===== src/include/ndr_pkg.sv =====
// Purpose: Constants and state type for the network controller DMA, filter and tally register bank
// Assumes: 32-bit Avalon-MM data, one 8-bit register per aligned word
// Notes:   Register byte address is four times the register index
package ndr_pkg;

  // ----------------------------------------------------------------
  // Register indices
  // ----------------------------------------------------------------
  localparam logic [5:0] IDX_TX_LEN_LO     = 6'h00;
  localparam logic [5:0] IDX_TX_LEN_HI     = 6'h01;
  localparam logic [5:0] IDX_RING_FIRST    = 6'h02;
  localparam logic [5:0] IDX_RING_LAST     = 6'h03;
  localparam logic [5:0] IDX_RING_GUARD    = 6'h04;
  localparam logic [5:0] IDX_RX_WRITE_PAGE = 6'h05;
  localparam logic [5:0] IDX_LDA_LO        = 6'h06;
  localparam logic [5:0] IDX_LDA_HI        = 6'h07;
  localparam logic [5:0] IDX_COPY_START_LO = 6'h08;
  localparam logic [5:0] IDX_COPY_START_HI = 6'h09;
  localparam logic [5:0] IDX_COPY_COUNT_LO = 6'h0A;
  localparam logic [5:0] IDX_COPY_COUNT_HI = 6'h0B;
  localparam logic [5:0] IDX_COPY_ADDR_LO  = 6'h0C;
  localparam logic [5:0] IDX_COPY_ADDR_HI  = 6'h0D;
  localparam logic [5:0] IDX_STATION_BASE  = 6'h0E;
  localparam logic [5:0] IDX_HASH_BASE     = 6'h14;
  localparam logic [5:0] IDX_TALLY_BASE    = 6'h1C;
  localparam logic [5:0] IDX_LOOPBACK_PORT = 6'h1F;
  localparam logic [5:0] IDX_LAST          = 6'h1F;

  // ----------------------------------------------------------------
  // Counts, reset values and hash constants
  // ----------------------------------------------------------------
  localparam logic [7:0]  TALLY_MAX        = 8'hC0;
  localparam logic [7:0]  RST_BYTE         = 8'h00;
  localparam logic [15:0] RST_WORD         = 16'h0000;
  localparam logic [2:0]  DA_LAST_BYTE     = 3'h5;
  localparam logic [31:0] CRC_INIT         = 32'hFFFF_FFFF;
  localparam logic [31:0] CRC_POLY         = 32'h04C1_1DB7;
  localparam int          TALLY_ALIGN      = 0;
  localparam int          TALLY_CRC        = 1;
  localparam int          TALLY_LOST       = 2;

  // All state of the register bank
  typedef struct packed {
    logic             ack;
    logic [31:0]      rdata;
    logic [15:0]      tx_len;
    logic [7:0]       ring_first;
    logic [7:0]       ring_last;
    logic [7:0]       ring_guard;
    logic [7:0]       wpage;
    logic [15:0]      lda;
    logic             abort;
    logic [15:0]      copy_start;
    logic [15:0]      copy_count;
    logic [15:0]      copy_addr;
    logic [5:0][7:0]  station;
    logic [7:0][7:0]  hash;
    logic [2:0][7:0]  tally;
    logic [7:0][7:0]  lb_mem;
    logic [2:0]       lb_wr;
    logic [2:0]       lb_rd;
    logic [2:0]       da_idx;
    logic             da_done;
    logic             phys_ok;
    logic             group;
    logic [31:0]      crc;
    logic [5:0]       hash_idx;
  } ndr_state_t;

endpackage


===== src/ndr_regs.sv =====
// Purpose: DMA pointer, address filter, tally and loopback register bank on an Avalon-MM slave
// Assumes: All event inputs come from logic on clk_sys_i; one-cycle pulses unless stated
// Notes:   Each access waits one cycle; side effects of a read land at its accepting edge
`timescale 1ns/100ps

module ndr_regs (
  input  wire logic        clk_sys_i,
  input  wire logic        rst_n_i,
  input  wire logic [7:0]  avs_address_i,
  input  wire logic        avs_read_i,
  input  wire logic        avs_write_i,
  input  wire logic [31:0] avs_writedata_i,
  input  wire logic [3:0]  avs_byteenable_i,
  output logic      [31:0] avs_readdata_o,
  output logic             avs_waitrequest_o,
  output logic      [15:0] tx_length_o,
  input  wire logic        rx_start_i,
  input  wire logic        rx_da_valid_i,
  input  wire logic [7:0]  rx_da_byte_i,
  input  wire logic        rx_byte_i,
  input  wire logic        frame_end_i,
  input  wire logic        fae_i,
  input  wire logic        crc_err_i,
  input  wire logic        no_buffer_i,
  input  wire logic        listen_only_mode_i,
  input  wire logic        loopback_mode_i,
  input  wire logic        lb_valid_i,
  input  wire logic [7:0]  lb_byte_i,
  input  wire logic        copy_step_i,
  input  wire logic        copy_word_i,
  output logic      [15:0] local_dma_addr_o,
  output logic             ring_abort_o,
  output logic      [15:0] host_copy_addr_o,
  output logic      [15:0] host_copy_count_o,
  output logic             copy_done_o,
  output logic             addr_match_o,
  output logic             group_indicator_bit_o,
  output logic             rx_store_o
);

  // ----------------------------------------------------------------
  // Serial CRC over one byte, first bit on the wire is bit 0
  // ----------------------------------------------------------------
  function automatic logic [31:0] crc_byte(input logic [31:0] c, input logic [7:0] d);
    logic [31:0] v;
    v = c;
    for (int i = 0; i < 8; i++) begin
      v = (v[31] ^ d[i]) ? ({v[30:0], 1'b0} ^ ndr_pkg::CRC_POLY) : {v[30:0], 1'b0};
    end
    return v;
  endfunction

  ndr_pkg::ndr_state_t r;
  ndr_pkg::ndr_state_t n;

  logic        req;
  logic        take;
  logic        wr_take;
  logic        rd_take;
  logic [5:0]  idx;
  logic        mapped;
  logic [7:0]  wbyte;
  logic [7:0]  next_pg;
  logic [7:0]  done_pg;
  logic        recognised;
  logic        hash_hit;
  logic [2:0]  tally_inc;
  logic        rx_err;

  // ----------------------------------------------------------------
  // Bus decode
  // ----------------------------------------------------------------
  // One wait cycle per access lets read data come from a flop
  assign req     = avs_read_i | avs_write_i;
  assign take    = req & r.ack;
  assign wr_take = take & avs_write_i & avs_byteenable_i[0];
  assign rd_take = take & avs_read_i;
  assign idx     = avs_address_i[7:2];
  assign mapped  = (idx <= ndr_pkg::IDX_LAST);
  assign wbyte   = avs_writedata_i[7:0];

  // Ring page stepping, wrapping to ring_first instead of entering ring_last
  assign next_pg = (r.lda[15:8] + 8'h01 == r.ring_last) ? r.ring_first : r.lda[15:8] + 8'h01;
  assign done_pg = next_pg;

  // Address recognition from station bytes and group hash
  assign hash_hit   = r.hash[r.hash_idx[5:3]][r.hash_idx[2:0]];
  assign recognised = r.da_done & (r.group ? hash_hit : r.phys_ok);
  assign rx_err     = fae_i | crc_err_i | no_buffer_i;

  // Tally events, error counts gated by address recognition
  assign tally_inc[ndr_pkg::TALLY_ALIGN] = frame_end_i & recognised & fae_i;
  assign tally_inc[ndr_pkg::TALLY_CRC]   = frame_end_i & recognised & crc_err_i;
  assign tally_inc[ndr_pkg::TALLY_LOST]  = frame_end_i & recognised &
                                           (listen_only_mode_i | no_buffer_i);

  // ----------------------------------------------------------------
  // Next state
  // ----------------------------------------------------------------
  always_comb begin
    n       = r;
    n.ack   = req & ~r.ack;
    n.abort = 1'b0;

    // Snapshot read data when the request is first seen
    if (req & ~r.ack & avs_read_i) begin
      n.rdata = 32'h0000_0000;
      case (idx)
        ndr_pkg::IDX_RING_FIRST:    n.rdata[7:0] = r.ring_first;
        ndr_pkg::IDX_RING_LAST:     n.rdata[7:0] = r.ring_last;
        ndr_pkg::IDX_RING_GUARD:    n.rdata[7:0] = r.ring_guard;
        ndr_pkg::IDX_RX_WRITE_PAGE: n.rdata[7:0] = r.wpage;
        ndr_pkg::IDX_LDA_LO:        n.rdata[7:0] = r.lda[7:0];
        ndr_pkg::IDX_LDA_HI:        n.rdata[7:0] = r.lda[15:8];
        ndr_pkg::IDX_COPY_ADDR_LO:  n.rdata[7:0] = r.copy_addr[7:0];
        ndr_pkg::IDX_COPY_ADDR_HI:  n.rdata[7:0] = r.copy_addr[15:8];
        ndr_pkg::IDX_LOOPBACK_PORT: n.rdata[7:0] = r.lb_mem[r.lb_rd];
        default: begin
          if (idx >= ndr_pkg::IDX_STATION_BASE && idx < ndr_pkg::IDX_HASH_BASE) begin
            n.rdata[7:0] = r.station[3'(idx - ndr_pkg::IDX_STATION_BASE)];
          end else if (idx >= ndr_pkg::IDX_HASH_BASE && idx < ndr_pkg::IDX_TALLY_BASE) begin
            n.rdata[7:0] = r.hash[3'(idx - ndr_pkg::IDX_HASH_BASE)];
          end else if (idx >= ndr_pkg::IDX_TALLY_BASE && idx < ndr_pkg::IDX_LOOPBACK_PORT) begin
            n.rdata[7:0] = r.tally[2'(idx - ndr_pkg::IDX_TALLY_BASE)];
          end
        end
      endcase
    end

    // Register writes; write-only and unmapped words are dropped on read side
    if (wr_take & mapped) begin
      case (idx)
        ndr_pkg::IDX_TX_LEN_LO:     n.tx_len[7:0]      = wbyte;
        ndr_pkg::IDX_TX_LEN_HI:     n.tx_len[15:8]     = wbyte;
        ndr_pkg::IDX_RING_FIRST:    n.ring_first       = wbyte;
        ndr_pkg::IDX_RING_LAST:     n.ring_last        = wbyte;
        ndr_pkg::IDX_RING_GUARD:    n.ring_guard       = wbyte;
        ndr_pkg::IDX_RX_WRITE_PAGE: n.wpage            = wbyte;
        ndr_pkg::IDX_COPY_START_LO: begin
          n.copy_start[7:0] = wbyte;
          n.copy_addr[7:0]  = wbyte;
        end
        ndr_pkg::IDX_COPY_START_HI: begin
          n.copy_start[15:8] = wbyte;
          n.copy_addr[15:8]  = wbyte;
        end
        ndr_pkg::IDX_COPY_COUNT_LO: n.copy_count[7:0]  = wbyte;
        ndr_pkg::IDX_COPY_COUNT_HI: n.copy_count[15:8] = wbyte;
        default: begin
          if (idx >= ndr_pkg::IDX_STATION_BASE && idx < ndr_pkg::IDX_HASH_BASE) begin
            n.station[3'(idx - ndr_pkg::IDX_STATION_BASE)] = wbyte;
          end else if (idx >= ndr_pkg::IDX_HASH_BASE && idx < ndr_pkg::IDX_TALLY_BASE) begin
            n.hash[3'(idx - ndr_pkg::IDX_HASH_BASE)] = wbyte;
          end
        end
      endcase
    end

    // Copy channel stepping by byte or word
    if (copy_step_i) begin
      n.copy_addr  = r.copy_addr + (copy_word_i ? 16'h0002 : 16'h0001);
      n.copy_count = (r.copy_count < (copy_word_i ? 16'h0002 : 16'h0001)) ? ndr_pkg::RST_WORD
                   : r.copy_count - (copy_word_i ? 16'h0002 : 16'h0001);
    end

    // Destination tracking; the first byte's bit 0 is the group marker
    if (rx_start_i) begin
      n.da_idx  = 3'h0;
      n.da_done = 1'b0;
      n.phys_ok = 1'b1;
      n.group   = 1'b0;
      n.crc     = ndr_pkg::CRC_INIT;
      n.lda     = {r.wpage, ndr_pkg::RST_BYTE};
    end else if (rx_da_valid_i & ~r.da_done) begin
      if (r.da_idx == 3'h0) begin
        n.group = rx_da_byte_i[0];
      end
      n.phys_ok = r.phys_ok & (rx_da_byte_i == r.station[r.da_idx]);
      n.crc     = crc_byte(r.crc, rx_da_byte_i);
      n.da_idx  = r.da_idx + 3'h1;
      if (r.da_idx == ndr_pkg::DA_LAST_BYTE) begin
        n.da_done  = 1'b1;
        n.hash_idx = n.crc[31:26];
      end
    end

    // Local DMA pointer, page linking against the guard page
    if (rx_byte_i & ~listen_only_mode_i & ~rx_start_i) begin
      if (r.lda[7:0] == 8'hFF) begin
        if (next_pg == r.ring_guard) begin
          n.abort = 1'b1;
        end else begin
          n.lda = {next_pg, ndr_pkg::RST_BYTE};
        end
      end else begin
        n.lda = r.lda + 16'h0001;
      end
    end

    // End of frame: advance the write page or roll back the pointer
    if (frame_end_i & ~rx_start_i & ~listen_only_mode_i) begin
      if (rx_err) begin
        n.lda = {r.wpage, ndr_pkg::RST_BYTE};
      end else if (recognised) begin
        n.wpage = done_pg;
      end
    end

    // Tallies: a read subtracts what it returned; counts stop at TALLY_MAX, dropping later events
    for (int t = 0; t < 3; t++) begin
      if (rd_take && idx == ndr_pkg::IDX_TALLY_BASE + 6'(t)) begin
        n.tally[t] = r.tally[t] - r.rdata[7:0];
      end
      if (tally_inc[t] && n.tally[t] < ndr_pkg::TALLY_MAX) begin
        n.tally[t] = n.tally[t] + 8'h01;
      end
    end

    // Loopback capture keeps the last eight bytes, oldest at the read pointer
    if (lb_valid_i & loopback_mode_i) begin
      n.lb_mem[r.lb_wr] = lb_byte_i;
      n.lb_wr           = r.lb_wr + 3'h1;
      n.lb_rd           = r.lb_wr + 3'h1;
    end else if (rd_take && idx == ndr_pkg::IDX_LOOPBACK_PORT) begin
      n.lb_rd = r.lb_rd + 3'h1;
    end
  end

  // ----------------------------------------------------------------
  // State register
  // ----------------------------------------------------------------
  always_ff @(posedge clk_sys_i) begin
    if (!rst_n_i) begin
      r          <= '0;
      r.crc      <= ndr_pkg::CRC_INIT;
      r.tx_len   <= ndr_pkg::RST_WORD;
      r.wpage    <= ndr_pkg::RST_BYTE;
    end else begin
      r <= n;
    end
  end

  // ----------------------------------------------------------------
  // Outputs
  // ----------------------------------------------------------------
  assign avs_waitrequest_o     = req & ~r.ack;
  assign avs_readdata_o        = r.rdata;
  assign tx_length_o           = r.tx_len;
  assign local_dma_addr_o      = r.lda;
  assign ring_abort_o          = r.abort;
  assign host_copy_addr_o      = r.copy_addr;
  assign host_copy_count_o     = r.copy_count;
  assign copy_done_o           = (r.copy_count == ndr_pkg::RST_WORD);
  assign addr_match_o          = recognised;
  assign group_indicator_bit_o = r.group;
  assign rx_store_o            = recognised & ~listen_only_mode_i;

  // ----------------------------------------------------------------
  // Assertions
  // ----------------------------------------------------------------
  // Reads are answered in exactly one wait cycle
  bus_answer_a: assert property (@(posedge clk_sys_i) disable iff (!rst_n_i)
    $rose(avs_read_i) |-> avs_waitrequest_o ##1 !avs_waitrequest_o)
    else $error("read not answered after one wait cycle");

  tally_cap_a: assert property (@(posedge clk_sys_i) disable iff (!rst_n_i)
    r.tally[ndr_pkg::TALLY_LOST] <= ndr_pkg::TALLY_MAX)
    else $error("lost tally above maximum");

  tally_clear_a: assert property (@(posedge clk_sys_i) disable iff (!rst_n_i)
    (rd_take && idx == ndr_pkg::IDX_TALLY_BASE && !frame_end_i && !$past(frame_end_i))
    |=> r.tally[ndr_pkg::TALLY_ALIGN] == 8'h00)
    else $error("alignment tally not cleared by read");

  page_wrap_a: assert property (@(posedge clk_sys_i) disable iff (!rst_n_i)
    (rx_byte_i && !rx_start_i && !listen_only_mode_i && r.lda[7:0] == 8'hFF
     && r.lda[15:8] + 8'h01 == r.ring_last && r.ring_first != r.ring_guard)
    |=> r.lda == {$past(r.ring_first), 8'h00})
    else $error("ring did not wrap to first page");

  guard_abort_a: assert property (@(posedge clk_sys_i) disable iff (!rst_n_i)
    ring_abort_o |-> $stable(r.lda) && r.lda[7:0] == 8'hFF)
    else $error("abort moved the local pointer");

  err_restore_a: assert property (@(posedge clk_sys_i) disable iff (!rst_n_i)
    (frame_end_i && rx_err && !rx_start_i && !listen_only_mode_i)
    |=> local_dma_addr_o == {$past(r.wpage), 8'h00})
    else $error("pointer not restored on receive error");

  copy_word_a: assert property (@(posedge clk_sys_i) disable iff (!rst_n_i)
    (copy_step_i && copy_word_i && !wr_take)
    |=> host_copy_addr_o == $past(host_copy_addr_o) + 16'h0002)
    else $error("copy address did not step by two");

  copy_count_a: assert property (@(posedge clk_sys_i) disable iff (!rst_n_i)
    (copy_step_i && !copy_word_i && !wr_take && host_copy_count_o != 16'h0000)
    |=> host_copy_count_o == $past(host_copy_count_o) - 16'h0001)
    else $error("copy count did not drop by one");

  hash_latch_a: assert property (@(posedge clk_sys_i) disable iff (!rst_n_i)
    (rx_da_valid_i && !rx_start_i && !r.da_done && r.da_idx == ndr_pkg::DA_LAST_BYTE)
    |=> r.da_done && r.hash_idx == r.crc[31:26])
    else $error("hash not latched from final CRC");

  group_bit_a: assert property (@(posedge clk_sys_i) disable iff (!rst_n_i)
    (rx_da_valid_i && !rx_start_i && !r.da_done && r.da_idx == 3'h0)
    |=> group_indicator_bit_o == $past(rx_da_byte_i[0]))
    else $error("group marker not taken from first bit");

  store_block_a: assert property (@(posedge clk_sys_i) disable iff (!rst_n_i)
    listen_only_mode_i |-> !rx_store_o)
    else $error("frame stored in listen-only mode");

  // Main scenarios
  cov_abort_c:  cover property (@(posedge clk_sys_i) disable iff (!rst_n_i) ring_abort_o);
  cov_tally_c:  cover property (@(posedge clk_sys_i) disable iff (!rst_n_i)
    tally_inc[ndr_pkg::TALLY_CRC] ##[1:20] rd_take);
  cov_group_c:  cover property (@(posedge clk_sys_i) disable iff (!rst_n_i) recognised && r.group);
  cov_lb_c:     cover property (@(posedge clk_sys_i) disable iff (!rst_n_i)
    rd_take && idx == ndr_pkg::IDX_LOOPBACK_PORT);

endmodule


===== config.mk =====
export PLATFORM = sky130hd
export DESIGN_NAME = ndr_regs
export DESIGN_NICKNAME = d
export VERILOG_FILES = /design/src/include/ndr_pkg.sv /design/src/ndr_regs.sv
export SDC_FILE = /design/constraint.sdc
export NUM_CORES = 1
export LEC_CHECK = 0
export ABC_AREA = 1
export ABC_CLOCK_PERIOD_IN_PS = 3700
export BUFFER_PORTS_ARGS = -buffer_cell sky130_fd_sc_hd__buf_2
export CORE_UTILIZATION = 66
export CTS_CLUSTER_SIZE = 8
export DETAILED_ROUTE_END_ITERATION = 7
export HOLD_SLACK_MARGIN = 0.03
export PLACE_DENSITY_LB_ADDON = 0.12
export SLEW_MARGIN = 20
export SYNTH_ARGS = -nofsm -noshare
export SYNTH_HDL_FRONTEND = slang
export SYNTH_SLANG_ARGS = --single-unit
export TNS_END_PERCENT = 100

===== constraint.sdc =====
create_clock -name clk_sys_i -period 3.7 [get_ports clk_sys_i]
set_input_delay 0.555 -clock clk_sys_i [delete_from_list [all_inputs] [get_ports clk_sys_i]]
set_output_delay 0.555 -clock clk_sys_i [all_outputs]
set_load 0.01 [all_outputs]

==> results.sh <==
export IMPL_final_common_cell="o21ai_0"
export IMPL_seqPwrFrac_pct=42.1
export IMPL_die_h_um=181
export IMPL_clkTransAtPathRegs_ps=50
export IMPL_cts_tree="built"
export IMPL_fin_worst_skew_ps=31.4
export IMPL_grt_pass1_wl_um=104000
export IMPL_track_usage_pct=39.8
export IMPL_period_needed_ps=3430
export IMPL_p_clk_share_pct=43.5
export IMPL_instances_no_fill=3532
export IMPL_p_leak_nw=9.30
export IMPL_p_switching_w=0.00270
export IMPL_vias=21562
export IMPL_cts_hold_buffers=0
export IMPL_tightest_slew_ps=1080
export IMPL_rows=65
export IMPL_drt_initial_drc_count=2585
export IMPL_r2r_cells=17
export IMPL_final_setup_viol_count=0
export IMPL_io_buffers=124
export IMPL_async_flop_share_pct=0
export IMPL_ys_seq_area_share_pct=33.8
export IMPL_setup_ws_ps=275
export IMPL_ios=178
export IMPL_yosysUniqueCellTypes=56
export IMPL_finalSetupTns_ps=0
export IMPL_hold_viol=0
export IMPL_holdCritPathClass="in -> reg"
export IMPL_peakVddDrop_v=0.000477
export IMPL_syn_instance_count=3134
export IMPL_rsz0062_at_grt="false"
export IMPL_cts_resized=0
export IMPL_whs_ps=320
export IMPL_cts_buffers=50
export IMPL_cts_sinks=356
export IMPL_grt_max_degree=115
export IMPL_max_clock_freq_mhz=292
export IMPL_clock_root_buffer="clkbuf_16"
export IMPL_cts_setup_buffers=0
export IMPL_antenna_found_initial=3
export IMPL_cts_htree_levels=2
export IMPL_syn_cell_area_um2=21100
export IMPL_crit_arrival_ps=2870
export IMPL_start_kind="flip-flop"
export IMPL_core_um2=31500
export IMPL_die_area_um2=32700
export IMPL_die_w_um=181
export IMPL_start_util_pct=67.0
export IMPL_drt_pass1_iter_count=8
export IMPL_clock_latency_ps=600
export IMPL_dp_slack_ps=521
export IMPL_postRouteAntennaNets=0
export IMPL_clockBufferDepth=3
export IMPL_synth_flop_cell="dfxtp_1"
export IMPL_comb_power_share_pct=14.5
export IMPL_synth_area_per_cell_um2=6.73
export IMPL_wl_per_cell_um=18.8
export IMPL_p_per_area_nw_per_um2=420
export IMPL_grt_ovfl_total=0
export IMPL_status="completed"
export IMPL_switching_share_pct=28.4
export IMPL_grt_pass1_vias=20047
export IMPL_placed_cells=3475
export IMPL_synth_edf_count=0
export IMPL_internal_power_w=0.00682
export IMPL_mostFrequentLayoutCells="o21ai_0, nand2_1, inv_1, dfxtp_1, a21oi_1"
export IMPL_holdPathStages=3
export IMPL_synth_warnings=0
export IMPL_fin_nets=3245
export IMPL_drc_errors=0
export IMPL_endpoint_kind="output pin"
export IMPL_drv_slew=0
export IMPL_fillers=2676
export IMPL_dp_hpwl_um=46100
export IMPL_gp_congestion=1.01
export IMPL_synth_seq_cells=356
export IMPL_fin_crit_sh_pct=92.6
export IMPL_area_growth_pct=7.53
export IMPL_routed_wl_um=66300
export IMPL_drive_above_1_share_pct=8.82
export IMPL_max_slew_margin_pct=27.9
export IMPL_crit_required_ps=3140
export IMPL_critical_path_class="reg -> out"
export IMPL_vias_per_cell=6.10
export IMPL_drv_cap=0
export IMPL_critical_path_max_fanout=18
## synth_stat cells (all sizes together), types with 14 or more instances
cell type | n | area, µm²
nand4 | 17 | 106
a31oi | 22 | 138
xnor2 | 38 | 333
a21oi | 352 | 1780
ha | 39 | 488
nand3 | 168 | 886
inv | 384 | 1440
buf | 119 | 817
a221oi | 23 | 201
o211ai | 28 | 210
or2 | 14 | 87.6
o22ai | 48 | 300
dfxtp | 356 | 7130
o21ai | 475 | 2390
xor2 | 70 | 613
nand2 | 453 | 1750
clkbuf | 127 | 477
nor2 | 308 | 1240
## layer usage
metal	vias up	wire, µm	global-route usage [%]
met3	237	6810	8.02
li1	10284	-	-
met1	9901	26500	51.1
met4	2	3450	22.9
met5	-	12	0
met2	1138	29500	62.2
## flip-flops by register name, indices dropped and copies added (netlist names)
signal,count
avs_readdata_o,8
group_indicator_bit_o,1
host_copy_addr_o,16
host_copy_count_o,16
local_dma_addr_o,16
r,282
ring_abort_o,1
tx_length_o,16
## logic make-up (layout without fill, tap and decap cells)
group,after synthesis,count (layout),share of synthesized area (%)
adder cells (fa/ha/maj),44,44,2.79
XOR/XNOR,108,108,4.48
multiplexers,1,1,0.0475
AO/OA/AOI/OAI,996,996,25.7
other,1,26,0.0178
buffers and inverters,639,610,13.1
flip-flops,356,356,33.8
AND/OR/NAND/NOR,989,989,20.1
## metrics by stage
| step | utilization (%) | area [µm²] | power [W] |
|---|---|---|---|
| after floorplan | - | 21200 | 0.00507 |
| after global placement | 67.8 | 21300 | 0.00538 |
| after detailed placement | 67.8 | 21300 | 0.00541 |
| after CTS | 72.0 | 22700 | 0.00952 |
| after global routing | 72.1 | 22700 | 0.00982 |
| final | 72.1 | 22700 | 0.00952 |
## final cells by class
class | instances | area (µm²) | share of cell area, %
Antenna cell | 2 | 5.00 | 0.0221
Clock buffer | 53 | 1300 | 5.75
Clock inverter | 2 | 28.8 | 0.127
Inverter | 393 | 1480 | 6.50
Multi-Input combinational cell | 2162 | 11300 | 49.8
Sequential cell | 356 | 7130 | 31.4
Tap cell | 402 | 503 | 2.22
Timing Repair Buffer | 162 | 950 | 4.19
## critical path: stages (launching register included)
cell	delay, ps
dfxtp_1	560
buf_4	300
o21ai_0	110
o21ai_0	220
nand2_1	70
nand3_1	100
nand2_1	50
o21ai_0	250
nand2_1	90
nand3_1	70
nand2_1	180
nor2_1	130
buf_2	140
## power by group through the flow
stage / registers [W] / clock network (W) / logic [W]
2_1_floorplan: 0.00404 / 0 / 0.00103
3_3_place_gp: 0.00407 / 0 / 0.00130
3_5_place_dp: 0.00408 / 0 / 0.00133
4_1_cts: 0.00400 / 0.00417 / 0.00134
5_1_grt: 0.00401 / 0.00430 / 0.00151
6_report: 0.00400 / 0.00414 / 0.00138
## path summary, 6_finish.rpt
| path | start | endpoint | slack, ps |
|---|---|---|---|
| hold reg to reg | tx_length_o[14] | tx_length_o[14] | 440 |
| setup reg to reg | r[3] | r[136] | 410 |
| setup / recovery | r[3] | rx_store_o | 270 |
| hold / removal | rx_da_byte_i[0] | group_indicator_bit_o | 320 |
No activity file was read; power rests on OpenSTA's default activity.
